===== config.mk =====
export PLATFORM = sky130hd
export DESIGN_NAME = sync_input_timer_routing
export DESIGN_NICKNAME = d
export VERILOG_FILES = /design/src/hdl/_unused_placeholder_none.sv /design/src/include/timer_link_pkg.sv /design/src/hdl/pin_sync.sv /design/src/hdl/edge_sense_bank.sv /design/src/hdl/sync_input_timer_routing.sv
export SDC_FILE = /design/constraint.sdc
export NUM_CORES = 1
export LEC_CHECK = 0
export ABC_CLOCK_PERIOD_IN_PS = 2600
export BUFFER_PORTS_ARGS = -buffer_cell sky130_fd_sc_hd__clkbuf_2
export CORE_ASPECT_RATIO = 1.75
export CORE_UTILIZATION = 45
export DETAILED_ROUTE_END_ITERATION = 7
export GPL_TIMING_DRIVEN = 0
export PLACE_DENSITY = 0.74
export SLEW_MARGIN = 10
export SYNTH_ARGS = -nofsm -noshare
export SYNTH_HDL_FRONTEND = slang
export SYNTH_SLANG_ARGS = --single-unit

===== constraint.sdc =====
create_clock -name clk_i -period 2.6 [get_ports clk_i]
set_input_delay 0.13 -clock clk_i [delete_from_list [all_inputs] [get_ports clk_i]]
set_output_delay 0.13 -clock clk_i [all_outputs]
set_load 0.01 [all_outputs]

===== src/hdl/_unused_placeholder_none.sv =====
// Intentionally empty: no further design content.
`timescale 1ns/100ps


===== src/include/timer_link_pkg.sv =====
// Constants for the sync input and timer routing block.
// Assumes an 8-bit register port with 16-bit byte addresses.
package timer_link_pkg;

	// ************************************************
	// Register addresses
	// ************************************************
	localparam logic [15:0] ADDR_STOP_HI  = 16'hFF86;
	localparam logic [15:0] ADDR_STOP_LO  = 16'hFF87;
	localparam logic [15:0] ADDR_IN_CTL   = 16'hFFFC;
	localparam logic [15:0] ADDR_OUT_CTL  = 16'hFFFD;
	localparam logic [15:0] ADDR_SRC_SEL  = 16'hFFFE;
	localparam logic [15:0] ADDR_EDGE     = 16'hFFFF;
	localparam logic [15:0] ADDR_IRQ_STAT = 16'hFFE0;
	localparam logic [15:0] ADDR_IRQ_MASK = 16'hFFE1;
	localparam logic [15:0] ADDR_RISE_CAP = 16'hFFE2;
	localparam logic [15:0] ADDR_FALL_CAP = 16'hFFE3;

	// ************************************************
	// Reset values
	// ************************************************
	localparam logic [7:0] RST_STOP_HI = 8'h3F;
	localparam logic [7:0] RST_STOP_LO = 8'hFF;
	localparam logic [7:0] RST_ZERO    = 8'h00;

	// ************************************************
	// Input control fields
	// ************************************************
	localparam int MODE_HI = 7;
	localparam int MODE_LO = 6;
	localparam int CONN_EN = 5;
	localparam int ARM     = 4;
	localparam int SH_INV  = 3;
	localparam int SV_INV  = 2;
	localparam int HC_INV  = 1;
	localparam int V_INV   = 0;

	localparam logic [1:0] MODE_SPARE = 2'h0;
	localparam logic [1:0] MODE_SONG  = 2'h1;
	localparam logic [1:0] MODE_COMP  = 2'h2;
	localparam logic [1:0] MODE_SEP   = 2'h3;

	// Edge flag bank, interrupt status layout, pin count and capture states
	localparam int EDGE_FLAGS = 6;
	localparam int IRQ_EDGE   = 0;
	localparam int IRQ_CAP    = 1;
	localparam int PIN_COUNT  = 11;

	typedef enum logic [2:0] {
		CAP_IDLE      = 3'h1,
		CAP_WAIT_RISE = 3'h2,
		CAP_WAIT_FALL = 3'h4
	} cap_state_t;

endpackage


===== src/hdl/pin_sync.sv =====
// Two-stage synchroniser for asynchronous pin levels.
// Assumes every bit is an independent level from outside the clock domain.
`timescale 1ns/100ps
module pin_sync #(
	parameter int WIDTH = 11
) (
	input  wire logic             clk_i,
	input  wire logic             sys_rst_i,
	input  wire logic [WIDTH-1:0] async_i,
	output logic      [WIDTH-1:0] sync_o
);
	logic [WIDTH-1:0] meta_reg;

	always_ff @(posedge clk_i) begin
		if (sys_rst_i) begin
			meta_reg <= '0;
			sync_o   <= '0;
		end else begin
			meta_reg <= async_i;
			sync_o   <= meta_reg;
		end
	end
endmodule // pin_sync


===== src/hdl/edge_sense_bank.sv =====
// Sticky rising-edge flags, cleared by reset or by writing zero.
// Assumes inputs are already synchronised to clk_i.
`timescale 1ns/100ps
module edge_sense_bank (
	input  wire logic                                clk_i,
	input  wire logic                                sys_rst_i,
	input  wire logic [timer_link_pkg::EDGE_FLAGS-1:0] sig_i,
	input  wire logic                                clr_i,
	input  wire logic [timer_link_pkg::EDGE_FLAGS-1:0] wdata_i,
	output logic      [timer_link_pkg::EDGE_FLAGS-1:0] flags_o,
	output logic                                     set_o
);
	logic [timer_link_pkg::EDGE_FLAGS-1:0] prev_reg;
	logic [timer_link_pkg::EDGE_FLAGS-1:0] rise;

	// Tracks the input during reset too, so an idle-high input gives no false edge
	always_ff @(posedge clk_i) begin
		prev_reg <= sig_i;
	end

	genvar i;
	generate
		for (i = 0; i < timer_link_pkg::EDGE_FLAGS; i++) begin : g_flag
			assign rise[i] = sig_i[i] & ~prev_reg[i];
			// Set beats a same-cycle clear; writing one leaves the flag
			always_ff @(posedge clk_i) begin
				if (sys_rst_i)
					flags_o[i] <= 1'b0;
				else if (rise[i])
					flags_o[i] <= 1'b1;
				else if (clr_i && !wdata_i[i])
					flags_o[i] <= 1'b0;
			end
		end
	endgenerate

	assign set_o = |rise;
endmodule // edge_sense_bank


===== src/hdl/sync_input_timer_routing.sv =====
// Sync input selection, timer input routing and one-shot pulse capture.
// Assumes pins are asynchronous; timer signals and standby share clk_i.
//
// Functional notes
// - Registers reachable only while host port enable is zero.
// - Input control register clears on reset and during hardware standby.
// - Edge flag bits 7..2 cleared by writing zero; writing one ignored.
// - Edge register bits 1..0 read current input states.
// - Mode field picks internal hsync and vsync sources.
// - Connect enable zero: timer inputs come from their own pins.
// - Connect enable one: timer inputs rerouted to sync signals, except capture b, which takes timer one compare out.
// - Capture timer reset input follows internal hsync.
// - Armed: count captured on rising edge, then on next falling edge.
// - Arm bit clears itself after the edge pair is captured.
// - Arm bit sets only on writing one after reading it zero.
// - Arm zero stops both captures; zero after reset.
// - Bit 3 inverts the spare hsync pin.
// - Bit 2 inverts the spare vsync pin.
// - Bit 1 inverts hsync and composite sync pins.
// - Bit 0 inverts the vsync pin.
// - Internal signals are positive logic after inversion.
`timescale 1ns/100ps
module sync_input_timer_routing (
	input  wire logic       clk_i,
	input  wire logic       sys_rst_i,
	input  wire logic       standby_i,
	input  wire logic       host_port_enable_bit_i,
	input  wire logic [15:0] addr_i,
	input  wire logic [7:0] wdata_i,
	input  wire logic       wr_i,
	input  wire logic       rd_i,
	output logic      [7:0] rdata_o,
	input  wire logic       hsync_pin_i,
	input  wire logic       vsync_pin_i,
	input  wire logic       composite_sync_pin_i,
	input  wire logic       spare_hsync_pin_i,
	input  wire logic       spare_vsync_pin_i,
	input  wire logic       freerun_capture_a_pin_i,
	input  wire logic       freerun_capture_b_pin_i,
	input  wire logic       freerun_capture_c_pin_i,
	input  wire logic       freerun_capture_d_pin_i,
	input  wire logic       timer_one_clock_pin_i,
	input  wire logic       timer_one_reset_pin_i,
	input  wire logic       vertical_separator_signal_i,
	input  wire logic       timer_one_compare_out_i,
	input  wire logic [7:0] capture_timer_count_i,
	output logic            internal_hsync_in_o,
	output logic            internal_vsync_in_o,
	output logic            freerun_capture_a_o,
	output logic            freerun_capture_b_o,
	output logic            freerun_capture_c_o,
	output logic            freerun_capture_d_o,
	output logic            timer_one_clock_in_o,
	output logic            timer_one_reset_in_o,
	output logic            capture_timer_reset_in_o,
	output logic      [7:0] rise_capture_o,
	output logic      [7:0] fall_capture_o,
	output logic      [7:0] output_control_o,
	output logic      [7:0] source_select_o,
	output logic      [7:0] module_stop_high_o,
	output logic      [7:0] module_stop_low_o,
	output logic            irq_o
);
	// ************************************************
	// Declarations
	// ************************************************
	logic [timer_link_pkg::PIN_COUNT-1:0]  pins_async;
	logic [timer_link_pkg::PIN_COUNT-1:0]  pins;
	logic [7:0]                           in_ctl_reg;
	logic                                 seen_zero_reg;
	logic [1:0]                           irq_stat_reg;
	logic [1:0]                           irq_mask_reg;
	logic [7:0]                           rise_pend_reg;
	logic                                 rst_in_prev_reg;
	timer_link_pkg::cap_state_t           cap_state_reg;
	timer_link_pkg::cap_state_t           cap_state_next;
	logic                                 access_ok;
	logic                                 wr_ok;
	logic                                 rd_ok;
	logic                                 wr_in_ctl;
	logic                                 arm_set;
	logic                                 cap_rise;
	logic                                 cap_fall;
	logic                                 cap_done;
	logic                                 hs_in;
	logic                                 vs_in;
	logic                                 cs_in;
	logic                                 sh_in;
	logic                                 sv_in;
	logic                                 int_hsync;
	logic                                 int_vsync;
	logic [1:0]                           mode;
	logic [timer_link_pkg::EDGE_FLAGS-1:0] edge_flags;
	logic                                 edge_set;
	logic [7:0]                           rd_mux;

	// ************************************************
	// Pin synchronisers
	// ************************************************
	assign pins_async = {timer_one_reset_pin_i, timer_one_clock_pin_i,
		freerun_capture_d_pin_i, freerun_capture_c_pin_i,
		freerun_capture_b_pin_i, freerun_capture_a_pin_i,
		spare_vsync_pin_i, spare_hsync_pin_i,
		composite_sync_pin_i, vsync_pin_i, hsync_pin_i};

	pin_sync #(.WIDTH(timer_link_pkg::PIN_COUNT)) u_pin_sync (
		.clk_i     (clk_i),
		.sys_rst_i (sys_rst_i),
		.async_i   (pins_async),
		.sync_o    (pins)
	);

	// ************************************************
	// Input inversion and source selection
	// ************************************************
	assign sh_in = pins[3] ^ in_ctl_reg[timer_link_pkg::SH_INV];
	assign sv_in = pins[4] ^ in_ctl_reg[timer_link_pkg::SV_INV];
	assign hs_in = pins[0] ^ in_ctl_reg[timer_link_pkg::HC_INV];
	assign cs_in = pins[2] ^ in_ctl_reg[timer_link_pkg::HC_INV];
	assign vs_in = pins[1] ^ in_ctl_reg[timer_link_pkg::V_INV];
	assign mode  = in_ctl_reg[timer_link_pkg::MODE_HI:timer_link_pkg::MODE_LO];

	always_comb begin
		case (mode)
			timer_link_pkg::MODE_SPARE: begin
				int_hsync = sh_in;
				int_vsync = sv_in;
			end
			timer_link_pkg::MODE_SONG: begin
				int_hsync = cs_in;
				int_vsync = vertical_separator_signal_i;
			end
			timer_link_pkg::MODE_COMP: begin
				int_hsync = hs_in;
				int_vsync = vertical_separator_signal_i;
			end
			default: begin
				int_hsync = hs_in;
				int_vsync = vs_in;
			end
		endcase
	end

	// ************************************************
	// Timer input routing
	// ************************************************
	always_ff @(posedge clk_i) begin
		if (sys_rst_i) begin
			internal_hsync_in_o      <= 1'b0;
			internal_vsync_in_o      <= 1'b0;
			capture_timer_reset_in_o <= 1'b0;
			freerun_capture_a_o      <= 1'b0;
			freerun_capture_b_o      <= 1'b0;
			freerun_capture_c_o      <= 1'b0;
			freerun_capture_d_o      <= 1'b0;
			timer_one_clock_in_o     <= 1'b0;
			timer_one_reset_in_o     <= 1'b0;
		end else begin
			internal_hsync_in_o      <= int_hsync;
			internal_vsync_in_o      <= int_vsync;
			capture_timer_reset_in_o <= int_hsync;
			if (in_ctl_reg[timer_link_pkg::CONN_EN]) begin
				freerun_capture_a_o  <= int_vsync;
				freerun_capture_b_o  <= timer_one_compare_out_i;
				freerun_capture_c_o  <= sv_in;
				freerun_capture_d_o  <= int_hsync;
				timer_one_clock_in_o <= int_hsync;
				timer_one_reset_in_o <= ~int_vsync;
			end else begin
				freerun_capture_a_o  <= pins[5];
				freerun_capture_b_o  <= pins[6];
				freerun_capture_c_o  <= pins[7];
				freerun_capture_d_o  <= pins[8];
				timer_one_clock_in_o <= pins[9];
				timer_one_reset_in_o <= pins[10];
			end
		end
	end

	// ************************************************
	// Register port
	// ************************************************
	assign access_ok = ~host_port_enable_bit_i;
	assign wr_ok     = wr_i & access_ok;
	assign rd_ok     = rd_i & access_ok;
	assign wr_in_ctl = wr_ok && (addr_i == timer_link_pkg::ADDR_IN_CTL);
	assign arm_set   = wr_in_ctl && wdata_i[timer_link_pkg::ARM] && seen_zero_reg;

	always_ff @(posedge clk_i) begin
		if (sys_rst_i || standby_i) begin
			in_ctl_reg <= timer_link_pkg::RST_ZERO;
		end else begin
			if (wr_in_ctl) begin
				in_ctl_reg[7:5] <= wdata_i[7:5];
				in_ctl_reg[3:0] <= wdata_i[3:0];
			end
			if (arm_set)
				in_ctl_reg[timer_link_pkg::ARM] <= 1'b1;
			else if (wr_in_ctl && !wdata_i[timer_link_pkg::ARM])
				in_ctl_reg[timer_link_pkg::ARM] <= 1'b0;
			else if (cap_done)
				in_ctl_reg[timer_link_pkg::ARM] <= 1'b0;
		end
	end

	// Remembers that software saw the arm bit at zero
	always_ff @(posedge clk_i) begin
		if (sys_rst_i || standby_i)
			seen_zero_reg <= 1'b0;
		else if (wr_in_ctl)
			seen_zero_reg <= 1'b0;
		else if (rd_ok && addr_i == timer_link_pkg::ADDR_IN_CTL)
			seen_zero_reg <= ~in_ctl_reg[timer_link_pkg::ARM];
	end

	always_ff @(posedge clk_i) begin
		if (sys_rst_i || standby_i) begin
			output_control_o <= timer_link_pkg::RST_ZERO;
			source_select_o  <= timer_link_pkg::RST_ZERO;
		end else if (wr_ok) begin
			if (addr_i == timer_link_pkg::ADDR_OUT_CTL)
				output_control_o <= wdata_i;
			if (addr_i == timer_link_pkg::ADDR_SRC_SEL)
				source_select_o <= wdata_i;
		end
	end

	always_ff @(posedge clk_i) begin
		if (sys_rst_i) begin
			module_stop_high_o <= timer_link_pkg::RST_STOP_HI;
			module_stop_low_o  <= timer_link_pkg::RST_STOP_LO;
		end else if (wr_ok) begin
			if (addr_i == timer_link_pkg::ADDR_STOP_HI)
				module_stop_high_o <= wdata_i;
			if (addr_i == timer_link_pkg::ADDR_STOP_LO)
				module_stop_low_o <= wdata_i;
		end
	end

	always_comb begin
		case (addr_i)
			timer_link_pkg::ADDR_IN_CTL:   rd_mux = in_ctl_reg;
			timer_link_pkg::ADDR_OUT_CTL:  rd_mux = output_control_o;
			timer_link_pkg::ADDR_SRC_SEL:  rd_mux = source_select_o;
			timer_link_pkg::ADDR_EDGE:     rd_mux = {edge_flags, int_hsync, int_vsync};
			timer_link_pkg::ADDR_STOP_HI:  rd_mux = module_stop_high_o;
			timer_link_pkg::ADDR_STOP_LO:  rd_mux = module_stop_low_o;
			timer_link_pkg::ADDR_IRQ_STAT: rd_mux = {6'h00, irq_stat_reg};
			timer_link_pkg::ADDR_IRQ_MASK: rd_mux = {6'h00, irq_mask_reg};
			timer_link_pkg::ADDR_RISE_CAP: rd_mux = rise_capture_o;
			timer_link_pkg::ADDR_FALL_CAP: rd_mux = fall_capture_o;
			default:                       rd_mux = 8'h00;
		endcase
	end

	// Data stand only in the cycle after the read strobe
	always_ff @(posedge clk_i) begin
		if (sys_rst_i)
			rdata_o <= 8'h00;
		else if (rd_ok)
			rdata_o <= rd_mux;
		else
			rdata_o <= 8'h00;
	end

	// ************************************************
	// Edge sense flags
	// ************************************************
	edge_sense_bank u_edge (
		.clk_i     (clk_i),
		.sys_rst_i (sys_rst_i),
		.sig_i     ({sh_in, sv_in, hs_in, vs_in, cs_in, vertical_separator_signal_i}),
		.clr_i     (wr_ok && addr_i == timer_link_pkg::ADDR_EDGE),
		.wdata_i   (wdata_i[7:2]),
		.flags_o   (edge_flags),
		.set_o     (edge_set)
	);

	// ************************************************
	// One-shot pulse width capture
	// ************************************************
	assign cap_rise = capture_timer_reset_in_o & ~rst_in_prev_reg;
	assign cap_fall = ~capture_timer_reset_in_o & rst_in_prev_reg;
	// A disarming write in the completing cycle wins: no capture update
	assign cap_done = (cap_state_reg == timer_link_pkg::CAP_WAIT_FALL) && cap_fall
		&& in_ctl_reg[timer_link_pkg::ARM]
		&& !(wr_in_ctl && !wdata_i[timer_link_pkg::ARM]);

	always_ff @(posedge clk_i) begin
		if (sys_rst_i)
			rst_in_prev_reg <= 1'b0;
		else
			rst_in_prev_reg <= capture_timer_reset_in_o;
	end

	always_comb begin
		cap_state_next = cap_state_reg;
		case (cap_state_reg)
			timer_link_pkg::CAP_IDLE:
				if (in_ctl_reg[timer_link_pkg::ARM])
					cap_state_next = timer_link_pkg::CAP_WAIT_RISE;
			timer_link_pkg::CAP_WAIT_RISE:
				if (!in_ctl_reg[timer_link_pkg::ARM])
					cap_state_next = timer_link_pkg::CAP_IDLE;
				else if (cap_rise)
					cap_state_next = timer_link_pkg::CAP_WAIT_FALL;
			timer_link_pkg::CAP_WAIT_FALL:
				if (!in_ctl_reg[timer_link_pkg::ARM] || cap_fall)
					cap_state_next = timer_link_pkg::CAP_IDLE;
			default:
				cap_state_next = timer_link_pkg::CAP_IDLE;
		endcase
	end

	always_ff @(posedge clk_i) begin
		if (sys_rst_i || standby_i)
			cap_state_reg <= timer_link_pkg::CAP_IDLE;
		else
			cap_state_reg <= cap_state_next;
	end

	// Rising count is held back until the pair completes
	always_ff @(posedge clk_i) begin
		if (sys_rst_i) begin
			rise_pend_reg  <= 8'h00;
			rise_capture_o <= 8'h00;
			fall_capture_o <= 8'h00;
		end else begin
			if (cap_state_reg == timer_link_pkg::CAP_WAIT_RISE && cap_rise
				&& in_ctl_reg[timer_link_pkg::ARM])
				rise_pend_reg <= capture_timer_count_i;
			if (cap_done) begin
				rise_capture_o <= rise_pend_reg;
				fall_capture_o <= capture_timer_count_i;
			end
		end
	end

	// ************************************************
	// Interrupts
	// ************************************************
	always_ff @(posedge clk_i) begin
		if (sys_rst_i) begin
			irq_stat_reg <= 2'h0;
			irq_mask_reg <= 2'h0;
		end else begin
			if (wr_ok && addr_i == timer_link_pkg::ADDR_IRQ_MASK)
				irq_mask_reg <= wdata_i[1:0];
			if (wr_ok && addr_i == timer_link_pkg::ADDR_IRQ_STAT)
				irq_stat_reg <= (irq_stat_reg & ~wdata_i[1:0])
					| {cap_done, edge_set};
			else
				irq_stat_reg <= irq_stat_reg | {cap_done, edge_set};
		end
	end

	assign irq_o = |(irq_stat_reg & irq_mask_reg);
endmodule // sync_input_timer_routing


* After elaboration in Yosys (flattened, before gate mapping)
Cells that the tools add are included.
Word-level totals: register bits 123, input bits 51, output and inout port bits 66, logic and storage cells 159
Operators by class: equality and inequality tests 18, muxes and demuxes 30, bitwise gates (word level) 32, reduce and logical (&&, ||, !) cells 47
Operators with widths (count):
- 16-bit equality test (second input constant) | 10
- 8-bit case mux with 10 select lines | 1
- 1-bit 2-to-1 mux | 21
- 1-bit logical AND | 19
- 3-bit 2-to-1 mux | 4
- 1-bit inverter | 12
- 2-bit nonzero test | 6
- 1-bit bitwise AND | 10
- 3-bit case mux with 3 select lines | 1
- 1-bit zero test | 8
- 2-bit AND reduction | 4
- 2-bit OR reduction | 4
- 6-bit OR reduction | 1
- 1-bit bitwise XOR | 5
- 2-bit bitwise AND | 2
- 2-bit bitwise OR | 2
- 1-bit case mux with 2 select lines | 2
- 3-bit by 1-bit equality test with 1-bit output (second input constant) | 1
- 3-bit by 2-bit equality test with 1-bit output (second input constant) | 1
- 3-bit equality test (second input constant) | 1
- 3-bit inequality test (second input constant) | 1
- 3-bit AND reduction | 1
- 3-bit nonzero test | 1
- 2-bit by 1-bit equality test with 1-bit output (second input constant) | 1
- other kinds (7) | 8

* Depth between registers and ports, before layout
word-level depth 9, depth in mapped cells 7, depth with buffers taken out 7

* Modules after synthesis
From an unflattened synthesis, not the netlist that was laid out.
Unflattened totals: cells, all modules 536, area, all modules 5036.1 sq um
Modules (own cells, without submodules):
- sync_input_timer_routing | instances 1, cells an instance 457, area an instance 4030.1 sq um
- pin_sync | instances 1, cells an instance 46, area an instance 640.6 sq um
- edge_sense_bank | instances 1, cells an instance 33, area an instance 365.4 sq um

* Worst setup path after synthesis
Ideal clock, no wire load.
path kind input-to-reg, start input port addr_i[3], end register module_stop_high_o[4], setup time 0.120 ns, arrival 1.880 ns, data required time 2.480 ns, slack 0.600 ns, stages on the path 7, path buffers 2, cell sequence or4b_1 or4_1 buf_2 nor3_4 buf_6 nor2b_1 a211o_1
On the way: word-level cells in the longest chain between the ends 2
RTL lines:
- from (decl) | RTL line sync_input_timer_routing.sv:28 | input wire logic [15:0] addr_i,
- 16-bit equality test | RTL line sync_input_timer_routing.sv:233 | if (addr_i == timer_link_pkg::ADDR_STOP_HI)
- 2-bit AND reduction (no source line)
- to (signal assigned) | RTL line sync_input_timer_routing.sv:230 | module_stop_high_o <= timer_link_pkg::RST_STOP_HI;
- to (signal assigned) | RTL line sync_input_timer_routing.sv:234 | module_stop_high_o <= wdata_i;
- to (decl) | RTL line sync_input_timer_routing.sv:60 | output logic [7:0] module_stop_high_o,
No other way between the ends. A chain may end at the register's enable or synchronous reset.

* Final worst setup path
start input port addr_i[0], end register rdata_o[6]
On the way: word-level cells in the longest chain between the ends 2, elaborated cells on any way between the ends 11, those cells by class eq/ne (10); mux (1)
RTL lines:
- 16-bit equality test | RTL line sync_input_timer_routing.sv:241 | case (addr_i)
- 8-bit case mux with 10 select lines * | RTL line sync_input_timer_routing.sv:241
- to (signal assigned) | RTL line sync_input_timer_routing.sv:261 | rdata_o <= rd_mux;
- to (decl) | RTL line sync_input_timer_routing.sv:32 | output logic [7:0] rdata_o,
Mark *: on every way between the ends. The rest lies on a longest branch, timed or not.

==> impl_results.md <==
- Remaining DRCs: 0
- P_leak: 2.74 nW
- Setup Viol. Count Final: 0
- RSZ-0062 raised after global routing: false
- Post-Place Cells: ~780
- Hold Crit Depth: 2
- Worst vdd ir: 0.563 mV
- Final HPWL DP: about 11,000 um
- FP Rows: 50
- Die area: 11,500 um^2
- Total track usage: 0.274
- Slew @ Worst Pin: 1.17 ns
- DR vias/cell: 5.65
- Mean Syn Cell Area: 9.35 um^2
- Vias in the first global route: 4,551
- Hold slack: between 0.08 and 0.09 ns
- Final Skew: 0.0109 ns
- Critical path class: primary input to flop
- Class of the worst hold path: primary input to flop
- Arr. time, crit path: 2.73 ns
- Ys Warns: 0
- Slew headroom: 0.216
- H-tree Lvls: 4
- Final Hold Vio Count: 0
- Antenna-violating nets left: 0
- Netlist cell types: 50
- CP Depth: 7
- I/O Buffers: between 100 and 150
- Die H: 141 um
- Syn Inst Count: about 530
- Post-synth EDFFs: 0
- Power Dens Cells: 687 nW/um^2
- Period Utilization, post-route: 0.938
- Largest net degree at the start of global routing: 17
- Sequential fraction of the synthesis area: 0.496
- Die X: 81.4 um
- First-pass GRT wire length: 22,800 um
- Pre-CTS WS: -0.194 ns
- Final worst slack: 0.161 ns
- Yosys reg bits: about 120
- Crit end category: flop
- Worst path required time: ~2.9 ns
- Initial antenna violation count: 0
- Max-slew violation count: 0
- CP max FO: 10
- DR vias: 4,689
- Clock latency on the worst-skew pair: between 0.4 and 0.5 ns
- Clock transition at path regs: 0.06 ns
- Routability cong.: ~0.97
- Post-Layout Cell Count: 830
- Critical Path Source Type: primary input
- Final global-route overflow total: 0
- P&R area growth vs syn: 31.1%
- CP top delay family: buffers and inverters
- TritonCTS clock tree: built
- FF-to-FF path depth: 7
- Total clock sinks: approximately 120
- ANT cells: 0
- Max Clock Freq: 0.410 GHz
- Fin nets: 741
- Max cap viols: 0
- # fillers: 875
- Share of cells above drive strength 1: 0.234
- Post-CTS Setup Bufs: 0
- DR iter-0 viols: 365
- Commonest register cell after synthesis: dfxtp_1
- Root Buffer: clkbuf_16
- Post-route setup TNS: 0 ns
- Post-synthesis async set-or-reset flop share: 0
- CP Buf/Inv Count: 3
- CP max stage delay: 0.68 ns
- Post-Syn Area: 4960 um^2
- CP max-delay cell: clkbuf_1
- CP cell instances: clkbuf_1 -> buf_1 -> clkbuf_1 -> mux2i_1 -> o22ai_1 -> a221oi_1 -> nor2_1
- Routed WL per cell: about 18 um
- IO Pins: 117
- Mapped Nets: 585
- Clock buffer count from CTS: 17
- Drt first pass iters: 5
- CP most frequent cell: clkbuf_1
- Initial core utilization: 0.464
- Power Total: 4.47 mW
- Fin crit period: between 2 and 2.5 ns
- Status: completed
- Total wire length: 15,100 um
- Worst-case clock buffer depth: 2
- Core Area: between 10,000 and 15,000 um^2
[kinds of logic after synthesis]
logic type,share of synthesized area
AOI/OAI and AO/OA,0.128
xor gates and xnor gates,0.00882
adders and majority gates,0.00756
buffers and inverters,0.0302
DFF,0.496
muxes,0.112
and+or+nand+nor,0.217
[Yosys cell counts, types with 2 or more instances]
cell | count | area share
a221o_1 | 2 | 0.0040
o21bai_1 | 3 | 0.0045
a22o_1 | 2 | 0.0035
dfxtp_1 | 123 | 0.50
buf_1 | 3 | 0.0023
a221oi_1 | 4 | 0.0071
mux2_2 | 6 | 0.014
nand2_1 | 65 | 0.049
o21ai_0 | 10 | 0.010
ha_1 | 3 | 0.0076
nor2_1 | 49 | 0.037
mux2i_1 | 42 | 0.085
or4b_1 | 2 | 0.0040
xor2_1 | 4 | 0.0071
nor3_1 | 6 | 0.0061
inv_1 | 5 | 0.0038
a211o_1 | 12 | 0.021
or2_2 | 2 | 0.0025
nand2b_1 | 11 | 0.014
a31oi_1 | 2 | 0.0025
clkbuf_1 | 21 | 0.016
or4_1 | 3 | 0.0045
nand4_1 | 4 | 0.0050
o221ai_1 | 2 | 0.0035
nor4_1 | 5 | 0.0063
a211oi_1 | 5 | 0.0076
mux4_2 | 3 | 0.014
o22ai_1 | 6 | 0.0076
and2_1 | 3 | 0.0038
a21oi_1 | 43 | 0.043
buf_2 | 3 | 0.0030
nand3_1 | 13 | 0.013
buf_4 | 2 | 0.0030
nor2b_1 | 43 | 0.054
or3_1 | 2 | 0.0025
nand3b_1 | 3 | 0.0045
[cells in the final DEF (no fill, tap or decap), drive strengths merged, types with 11 or more instances in the layout]
cell,instances
nand3,13
nor2,50
nand2,65
mux2i,42
dfxtp,123
a211o,12
clkbuf,161
dlygate4sd3,22
a21oi,43
nor2b,43
nand2b,11
[worst register-to-register path: stages (launching register included)]
cell and delay [ns]:
dfxtp_1 0.36, nand2b_1 0.18, nor4_1 0.52, o31a_1 0.23, clkbuf_1 0.35, clkbuf_2 0.33, nand2_1 0.10, a21oi_1 0.15
[what timing repair did]
action / CTS / global route
resized for setup: 0 / 2
endpoints found under the setup margin: 0 / 8
endpoints found under the hold margin: 29 / 0
hold buffers: 22 / 0
[through the flow]
stage / utilization / instance area (um^2)
after floorplan: - / 4960
after global placement: 0.533 / 5700
after detailed placement: 0.533 / 5700
after CTS: 0.608 / 6500
after global routing: 0.608 / 6510
final: 0.608 / 6510
[layout make-up]
type / count / area (um^2) / share of cell area
plain buffers: 30 / 133 / 0.0204
clock buffers: 25 / 495 / 0.0762
well taps: 130 / 163 / 0.0250
flip-flops and latches: 123 / 2460 / 0.378
repair buffers: 137 / 796 / 0.122
clock inverters: 7 / 87.6 / 0.0135
inverters: 5 / 18.8 / 0.00288
multi-input cells: 373 / 2350 / 0.361
[power by group]
part	internal (mW)	leakage [nW]	switching [mW]	total [mW]
Combinational	0.0957	1.45	0.128	0.224
Clock	1.50	0.287	0.813	2.32
Sequential	1.92	0.999	0.0119	1.93
Total	3.52	2.74	0.953	4.47
[metal layers]
metal / vias up / global-route usage / part of all wire
li1: 2174 / - / -
met1: 2234 / 0.274 / 0.36
met2: 228 / 0.468 / 0.52
met3: 53 / 0.0699 / 0.057
met4: 0 / 0.211 / 0.061
met5: - / 0 / 0
[path summary, 6_finish.rpt]
kind	to	slack, ns	start
setup / recovery	rdata_o[6]	0.16	addr_i[0]
hold / removal	module_stop_high_o[2]	0.08	wdata_i[2]
setup reg to reg	rise_capture_o[1]	0.30	cap_state_reg[1]
hold reg to reg	u_pin_sync.sync_o[4]	0.43	u_pin_sync.meta_reg[4]
No activity file was read; power rests on OpenSTA's default activity.
